[src/piso_regs.vh]
// How it works
// - load-select low copies parallel inputs, no clock
// - eight stages, all loaded from own input
// - shift mode rising edge captures serial input
// - shift only on rising edge in shift mode
// - each later stage takes preceding stage value
// - both clock inputs behave identically
// - either clock held high inhibits the other
// - contents held indefinitely, works down to DC
// - eighth stage drives true and inverted outputs
`ifndef PISO_REGS_VH
`define PISO_REGS_VH
`define PISO_STAGES 8
`define PISO_FIFO_WIDTH 1
`define PISO_FIFO_DEPTH 16
`define PISO_FIFO_AW 4
`endif

[src/piso_shift_register_8bit.v]
`timescale 1ns/10ps
`default_nettype none
`include "piso_regs.vh"
module piso_shift_register_8bit (
  input wire core_clk_i,
  input wire rst_n_i,
  input wire load_n_i,
  input wire clk_a_i,
  input wire clk_b_i,
  input wire serial_in_i,
  input wire [`PISO_STAGES-1:0] par_i,
  output reg q_o,
  output reg q_n_o,
  output reg [`PISO_STAGES-1:0] stages_o,
  output reg shift_seen_o,
  input wire bit_ready_i,
  output reg bit_valid_o,
  output reg bit_o,
  output reg fifo_ready_o
);
  ////////////////////////////////////////////////////////////////////
  // pin synchronisers
  reg [11:0] sync1;
  reg [11:0] sync2;
  always @(posedge core_clk_i or negedge rst_n_i)
  begin
    if (!rst_n_i)
    begin
      sync1 <= 12'h000;
      sync2 <= 12'h000;
    end
    else
    begin
      sync1 <= {load_n_i, clk_a_i, clk_b_i, serial_in_i, par_i};
      sync2 <= sync1;
    end
  end
  wire load_s;
  wire clk_a_s;
  wire clk_b_s;
  wire ser_s;
  wire [`PISO_STAGES-1:0] par_s;
  assign load_s = sync2[11];
  assign clk_a_s = sync2[10];
  assign clk_b_s = sync2[9];
  assign ser_s = sync2[8];
  assign par_s = sync2[7:0];
  ////////////////////////////////////////////////////////////////////
  // effective shift clock
  // or of clocks
  wire or_clk;
  assign or_clk = clk_a_s | clk_b_s;
  reg or_clk_d;
  wire shift_edge;
  assign shift_edge = or_clk && !or_clk_d && load_s;
  ////////////////////////////////////////////////////////////////////
  // stage register
  reg [`PISO_STAGES-1:0] stage;
  reg [`PISO_STAGES-1:0] next_stage;
  wire fifo_in_ready;
  always @*
  begin
    next_stage = stage;
    if (!load_s)
    begin
      next_stage = par_s;
    end
    else if (shift_edge)
    begin
      next_stage = {stage[`PISO_STAGES-2:0], ser_s};
    end
  end
  always @(posedge core_clk_i or negedge rst_n_i)
  begin
    if (!rst_n_i)
    begin
      stage <= 8'h00;
      or_clk_d <= 1'b0;
    end
    else
    begin
      or_clk_d <= or_clk;
      stage <= next_stage;
    end
  end
  ////////////////////////////////////////////////////////////////////
  // outputs and shifted-out bit stream
  wire [`PISO_FIFO_WIDTH-1:0] fifo_data;
  wire fifo_valid;
  piso_fifo #(
    .WIDTH(`PISO_FIFO_WIDTH),
    .DEPTH(`PISO_FIFO_DEPTH),
    .AW(`PISO_FIFO_AW)
  ) u_fifo (
    .core_clk_i(core_clk_i),
    .rst_n_i(rst_n_i),
    .in_data_i(stage[`PISO_STAGES-1]),
    .in_valid_i(shift_edge),
    .in_ready_o(fifo_in_ready),
    .out_data_o(fifo_data),
    .out_valid_o(fifo_valid),
    .out_ready_i(bit_ready_i && !bit_valid_o)
  );
  always @(posedge core_clk_i or negedge rst_n_i)
  begin
    if (!rst_n_i)
    begin
      q_o <= 1'b0;
      q_n_o <= 1'b1;
      stages_o <= 8'h00;
      shift_seen_o <= 1'b0;
      bit_valid_o <= 1'b0;
      bit_o <= 1'b0;
      fifo_ready_o <= 1'b1;
    end
    else
    begin
      q_o <= next_stage[`PISO_STAGES-1];
      q_n_o <= ~next_stage[`PISO_STAGES-1];
      stages_o <= next_stage;
      shift_seen_o <= shift_edge;
      fifo_ready_o <= fifo_in_ready;
      if (bit_valid_o)
      begin
        bit_valid_o <= 1'b0;
      end
      else if (fifo_valid && bit_ready_i)
      begin
        bit_valid_o <= 1'b1;
        bit_o <= fifo_data[0];
      end
    end
  end
endmodule // piso_shift_register_8bit
`default_nettype wire

[src/piso_fifo.v]
`timescale 1ns/10ps
`default_nettype none
module piso_fifo #(
  parameter WIDTH = 1,
  parameter DEPTH = 16,
  parameter AW = 4
) (
  input wire core_clk_i,
  input wire rst_n_i,
  input wire [WIDTH-1:0] in_data_i,
  input wire in_valid_i,
  output wire in_ready_o,
  output wire [WIDTH-1:0] out_data_o,
  output wire out_valid_o,
  input wire out_ready_i
);
  reg [WIDTH-1:0] mem [0:DEPTH-1];
  reg [AW-1:0] wr_ptr;
  reg [AW-1:0] rd_ptr;
  reg [AW:0] count;
  wire push;
  wire pop;
  assign in_ready_o = (count != DEPTH[AW:0]);
  assign out_valid_o = (count != {(AW+1){1'b0}});
  assign out_data_o = mem[rd_ptr];
  assign push = in_valid_i && in_ready_o;
  assign pop = out_valid_o && out_ready_i;
  always @(posedge core_clk_i)
  begin
    if (push)
    begin
      mem[wr_ptr] <= in_data_i;
    end
  end
  always @(posedge core_clk_i or negedge rst_n_i)
  begin
    if (!rst_n_i)
    begin
      wr_ptr <= {AW{1'b0}};
      rd_ptr <= {AW{1'b0}};
      count <= {(AW+1){1'b0}};
    end
    else
    begin
      if (push)
      begin
        wr_ptr <= wr_ptr + {{(AW-1){1'b0}}, 1'b1};
      end
      if (pop)
      begin
        rd_ptr <= rd_ptr + {{(AW-1){1'b0}}, 1'b1};
      end
      if (push && !pop)
      begin
        count <= count + {{AW{1'b0}}, 1'b1};
      end
      else if (pop && !push)
      begin
        count <= count - {{AW{1'b0}}, 1'b1};
      end
    end
  end
endmodule // piso_fifo
`default_nettype wire

[config.mk]
export PLATFORM = sky130hd
export DESIGN_NAME = piso_shift_register_8bit
export DESIGN_NICKNAME = d
export VERILOG_FILES = /design/src/piso_shift_register_8bit.v /design/src/piso_fifo.v
export VERILOG_INCLUDE_DIRS = /design/src
export SDC_FILE = /design/constraint.sdc
export NUM_CORES = 1
export LEC_CHECK = 0
export ABC_AREA = 1
export ABC_CLOCK_PERIOD_IN_PS = 3700
export BUFFER_PORTS_ARGS = -buffer_cell sky130_fd_sc_hd__buf_2
export CORE_ASPECT_RATIO = 1.25
export CORE_MARGIN = 1.5
export CORE_UTILIZATION = 40
export CTS_BUF_LIST = sky130_fd_sc_hd__clkbuf_4 sky130_fd_sc_hd__clkbuf_8 sky130_fd_sc_hd__clkbuf_16
export DETAILED_ROUTE_END_ITERATION = 10
export GPL_TIMING_DRIVEN = 0
export PLACE_DENSITY_LB_ADDON = 0.1
export SETUP_SLACK_MARGIN = 0.2
export SLEW_MARGIN = 30
export SYNTH_ARGS = -nofsm -noshare
export SYNTH_HDL_FRONTEND = slang
export SYNTH_HIERARCHICAL = 1
export SYNTH_SLANG_ARGS = --single-unit
export TNS_END_PERCENT = 100
[constraint.sdc]
create_clock -name core_clk_i -period 3.7 [get_ports core_clk_i]
set_clock_uncertainty 0.15 [all_clocks]
set_input_delay 0.185 -clock core_clk_i [delete_from_list [all_inputs] [get_ports core_clk_i]]
set_output_delay 0.185 -clock core_clk_i [all_outputs]
set_load 0.005 [all_outputs]
Yosys cells after proc, flatten, opt, wreduce, memory -nomap -nowiden
Memory sizes are Yosys's and may differ from the RTL's. A register that Yosys moved wholly into a read port is not among the register bits.
Index checks and enable logic that the tools add are counted.
{"block": "word_totals", "regBits": 50, "latchBits": 0, "mem_bits_rw": 16, "rom_bits": 0, "in_bits": 15, "out_inout_bits": 14, "wordCells": 46, "memories": 1}
{"block": "classes", "add_sub_neg": 4, "n_mul": 0, "div": 0, "magnitude_cmp": 0, "n_eq_ne": 2, "shift": 0, "n_mux": 8, "bitwise_logic": 3, "reduce_logical": 16}
{"memory": "u_fifo.mem", "depth": 16, "width": 1, "rd": 1, "rd_clocked_by_memory_dff": 1, "write_ports": 1, "line_no": "piso_fifo.v:17", "text": "reg [WIDTH-1:0] mem [0:DEPTH-1];"}
{"cell": "two-way mux 8 bit", "count": 2}
{"cell": "two-way mux 5 bit", "count": 2}
{"cell": "adder 4 x 1 -> 4 bit (second input constant)", "count": 2}
{"cell": "logical AND 1 bit", "count": 8}
{"cell": "adder 5 x 1 -> 5 bit (second input constant)", "count": 1}
{"cell": "logical NOT 1 bit", "count": 5}
{"cell": "inequality test 5 bit (second input constant)", "count": 1}
{"cell": "nonzero test 5 bit", "count": 1}
{"cell": "subtractor 5 x 1 -> 5 bit (second input constant)", "count": 1}
{"cell": "two-way mux 1 bit", "count": 4}
{"cell": "inequality test 2 x 1 -> 1 bit (second input constant)", "count": 1}
{"cell": "NOT 1 bit", "count": 2}
{"cell": "AND reduction 2 bit", "count": 1}
{"cell": "nonzero test 2 bit", "count": 1}
{"cell": "OR 1 bit", "count": 1}

Logic depth before layout (Yosys ltp)
{"block": "depth", "word_depth": 8, "ltp_mapped": 15, "depth_no_buf": 15}

Cells and area by module
The synthesis kept the hierarchy.
{"mod": "piso_fifo", "n_inst": 1, "cells_each": 186, "area_per_inst_um2": 1646.6, "seq_area_each_um2": 805.8}
{"mod": "piso_shift_register_8bit", "n_inst": 1, "cells_each": 92, "area_per_inst_um2": 1234.9, "seq_area_each_um2": 953.4}

Worst setup path after synthesis
Ideal clock, no wire load.
{"block": "synth_path", "kind": "flip-flop to flip-flop", "start": "register or_clk_d", "end": "register u_fifo.count[4]", "setup_ps": 117, "arrival_ps": 1952, "required_time_ps": 3433, "slack_ps": 1481, "path_stages_with_launch": 15, "n_path_buf": 0, "period_less_slack_ps": 2219, "path_cell_list": "dfrtp_1 > clkinv_2 > o21ai_4 > nor2_1 > nand2_4 > inv_8 > ha_1 > inv_1 > fa_1 > nand2_1 > nand3_1 > nand3_1 > nand2_1 > nand2_1 > nand2_1"}
{"block": "synth_between", "elab_chain_cells": 7, "elab_cells_between_ends": 9, "cone_classes": "mux: 1; reduce/logical: 8"}
{"item": "from (decl)", "line_no": "piso_shift_register_8bit.v:53", "text": "reg or_clk_d;"}
{"item": "from (signal assigned)", "line_no": "piso_shift_register_8bit.v:82", "text": "or_clk_d <= or_clk;"}
{"item": "logical NOT 1 bit (*)", "line_no": "piso_shift_register_8bit.v:55", "text": "assign shift_edge = or_clk && !or_clk_d && load_s;"}
{"item": "logical AND 1 bit (*) (2 in series)", "line_no": "piso_shift_register_8bit.v:55"}
{"item": "via shift_edge", "line_no": "piso_shift_register_8bit.v:54", "text": "wire shift_edge;"}
{"item": "logical AND 1 bit (*)", "line_no": "piso_fifo.v:26", "text": "assign push = in_valid_i && in_ready_o;"}
{"item": "via u_fifo.push", "line_no": "piso_fifo.v:21", "text": "wire push;"}
{"item": "logical NOT 1 bit", "line_no": "piso_fifo.v:57", "text": "else if (pop && !push)"}
{"item": "logical AND 1 bit", "line_no": "piso_fifo.v:57"}
{"item": "nonzero test 2 bit (no source line)"}
{"item": "to (signal assigned)", "line_no": "piso_fifo.v:41", "text": "count <= {(AW+1){1'b0}};"}
{"item": "to (signal assigned)", "line_no": "piso_fifo.v:55", "text": "count <= count + {{AW{1'b0}}, 1'b1};"}
{"item": "to (signal assigned)", "line_no": "piso_fifo.v:59", "text": "count <= count - {{AW{1'b0}}, 1'b1};"}
{"item": "to (decl)", "line_no": "piso_fifo.v:20", "text": "reg [AW:0] count;"}
Mark *: on every way through the listed nets, which the timed path passes. The rest lies on a longest branch.
A chain may end at the register's enable or synchronous reset.

Final worst setup path
Ends and elaborated chain as after synthesis.

==> results.py <==
metrics = {
    "status": {
        "outcome": "complete, no violations",
    },
    "worst_hold_path": {
        "hp-class": "primary input to flop",
        "hp-start": "bit_ready_i",
    },
    "timing": {
        "hold_viol": 0,
        "rsz0062_at_grt": "false",
        "fin_setup_tns_ns": 0,
        "period_needed_ns": 2.474,
        "finalSetupViolCount": 0,
        "relSlewSlack_pct": 57.92,
        "post-route-period-util_pct": 66.87,
        "fmax_ghz": 0.4042,
        "fin_hold_ws_ns": 0.08988,
        "worst_pin_slew_ns": 0.6312,
        "maxSlewViolCount": 0,
    },
    "cells_and_area": {
        "seq_area_mm2": 0.001759,
        "drive_above_1_share_pct": 20.00,
        "nNetsFinal": 355,
        "nFillCells": 662,
        "num_antenna_cells": 0,
        "synthToLayoutAreaGrowth_pct": 20.32,
        "multi_input_area_um2": 959.7,
    },
    "yosys": {
        "ys_warn_count": 6,
        "syn_avg_cell_area_um2": 10.37,
        "syn_nets": 303,
        "ys_types": 24,
        "synth_area_mm2": 0.002882,
        "synth_seq_cells": 67,
        "seq_area_frac_synth_pct": 61.05,
        "syn_inst": 278,
    },
    "floorplan": {
        "die_y_um": 97.90,
        "core_mm2": 0.006977,
        "ios": 29,
        "start_util_pct": 41.30,
        "die-area_mm2": 0.007725,
        "die_x_um": 78.92,
        "rows": 34,
    },
    "clock_network": {
        "cts_tree": "done",
        "post_cts_buffers": 0,
        "path_clk_slew_ns": 0.08,
        "h-tree-depth": 3,
        "cts_made_buffers": 9,
        "ctsResizeCount": 0,
        "cts.hold.buffers_added": 13,
        "clock_latency_ns": 0.34,
        "cts_sinks": 67,
        "root_buffer": "clkbuf_8",
        "clockBufferDepth": 2,
    },
    "worst_setup_path": {
        "required_ns": 3.78,
        "path_max_fanout": 10,
        "path_cells": "clkinv_2, o21ai_4, nor2_1, nand2_4, inv_8, ha_1, inv_1, fa_1, nand2_1, nand3_1, nand3_1, nand2_1, nand2_1, nand2_1",
        "worstReg2RegStart": "or_clk_d",
        "startpoint_type": "flop",
        "cpPeakStageDelay_ns": 0.40,
        "worstSetupEndpointType": "flop",
        "crit_type": "flop to flop",
        "worstSetupStartpoint": "or_clk_d",
        "crit_path_frequent_cell": "nand2_1",
        "cpLargestDelayFamily": "simple AND/OR/NAND/NOR gates",
        "crit_slowest_cell": "fa_1",
        "crit_buf_inv": 3,
        "crit_arrival_ns": 2.56,
    },
    "power": {
        "ir_worst_vdd_mv": 0.3308,
        "leakage_nw": 1.678,
        "p_per_area_mw_per_mm2": 635.7,
    },
    "global_route": {
        "antenna_found_initial": 0,
        "grt_pass1_wl_um": 8507,
        "grt_max_degree": 52,
        "grt_pass1_vias": 1893,
        "overflow": 0,
        "track_usage_pct": 14.42,
    },
    "detailed_routing": {
        "first_pass_iters": 4,
        "drt_iter0_drc": 66,
        "wl_um": 4834,
        "wl_per_cell_um": 11.37,
        "drc": 0,
        "vias_per_cell": 4.527,
        "ant_nets": 0,
        "vias": 1924,
    },
    "flow_run": {
        "max-cap-violations": 0,
    },
    "placement": {
        "port_buffers": 28,
        "place.gp.congestion": 0.8070,
        "hpwl_um": 3337,
    },
}
routing by layer:
layer	share of wire, %	track usage (%)
met3	3.3	3.645
met2	50	24.34
met5	0	0
met4	2.2	7.692
met1	45	16.71
per-stage QoR:
step / util, % / instance area [um^2] / instances / setup WS [ns] / total power [mW]
2_1_floorplan: - / 2882 / 278 / 1.481 / 1.454
3_3_place_gp: 44.92 / 3134 / 396 / 1.175 / 1.603
3_5_place_dp: 44.96 / 3137 / 396 / 1.181 / 1.615
4_1_cts: 49.70 / 3467 / 425 / 1.167 / 2.238
5_1_grt: 49.70 / 3467 / 425 / 0.9989 / 2.374
6_report: 49.70 / 3467 / 425 / 1.226 / 2.204
layout make-up:
cell class | count | share of cell area (%)
tap | 90 | 3.248
multi-input combinational | 175 | 27.68
sequential | 67 | 50.74
timing repair buffer | 41 | 7.867
clock buffer | 9 | 3.573
inverter | 32 | 3.717
buffer | 4 | 0.9744
clock inverter | 7 | 2.201
synth_stat cells:
| library cell | count | share of area (%) |
|---|---|---|
| buf_4 | 3 | 0.78 |
| buf_6 | 1 | 0.39 |
| clkinv_2 | 1 | 0.17 |
| dfrtp_1 | 49 | 43 |
| dfstp_2 | 2 | 1.8 |
| edfxtp_1 | 16 | 17 |
| fa_1 | 1 | 0.69 |
| ha_1 | 9 | 3.9 |
| inv_1 | 27 | 3.5 |
| inv_2 | 3 | 0.39 |
| inv_8 | 1 | 0.39 |
| nand2_1 | 74 | 9.6 |
| nand2_2 | 1 | 0.22 |
| nand2_4 | 7 | 2.7 |
| nand3_1 | 31 | 5.4 |
| nand4_1 | 9 | 2.0 |
| nand4_4 | 2 | 1.5 |
| nor2_1 | 28 | 3.6 |
| nor2_4 | 1 | 0.39 |
| o21ai_0 | 4 | 0.69 |
| o21ai_1 | 1 | 0.17 |
| o21ai_4 | 1 | 0.56 |
| xnor2_1 | 3 | 0.91 |
| xor2_1 | 3 | 0.91 |
final timing paths:
| check | to | slack [ns] | cells past startpoint |
|---|---|---|---|
| worst max-delay path | u_fifo/count[4] | 1.23 | 14 |
| worst min-delay path | bit_valid_o | 0.09 | 5 |
| worst max register to register | u_fifo/count[4] | 1.23 | 14 |
| worst min register to register | sync2[9] | 0.20 | 0 |
| max in group asynchronous | sync2[4] | 2.72 | 2 |
| min in group asynchronous | u_fifo/count[3] | 0.25 | 2 |
worst register-to-register path, delay by kind of cell (launching register included):
| kind | cells | cell delay (ns) |
|---|---|---|
| AO/OA/AOI/OAI | 1 | 0.13 |
| adder cells (fa/ha/maj) | 2 | 0.58 |
| buffers and inverters | 3 | 0.36 |
| flip-flops | 1 | 0.38 |
| AND/OR/NAND/NOR | 8 | 0.78 |
power by group:
group	internal, mW	switching [mW]	leakage (nW)
clock	0.314	0.289	0.0924
combinational	0.243	0.370	0.832
sequential	0.869	0.119	0.753
total	1.43	0.778	1.68
flip-flops by register name, summed over array words and instances, names as in the netlist, named ones only:
register / count
sync2: 12
u_fifo/rd_ptr: 4
fifo_ready_o: 1
sync1: 12
shift_seen_o: 1
bit_valid_o: 1
u_fifo/mem: 16
q_n_o: 1
or_clk_d: 1
u_fifo/wr_ptr: 4
u_fifo/count: 5
stages_o: 7
bit_o: 1
cell usage in the layout (no fill, tap or decap), drive strengths merged, types with 11 or more instances in the layout:
master and n:
buf 32, inv 33, edfxtp 16, dlygate4sd3 13
nand2 82, nor2 29, nand3 31, nand4 11
dfrtp 49
cells by family (layout without fill, tap and decap cells):
logic type / after synthesis / after routing / synth area share [%]
adders and majority gates: 10 / 10 / 4.603
xor gates and xnor gates: 6 / 6 / 1.824
DFF: 67 / 67 / 61.05
buffers and inverters: 36 / 93 / 5.645
AOI/OAI and AO/OA: 6 / 6 / 1.433
and+or+nand+nor: 153 / 153 / 25.45
Note: power is estimated with default switching activity, not from simulation.
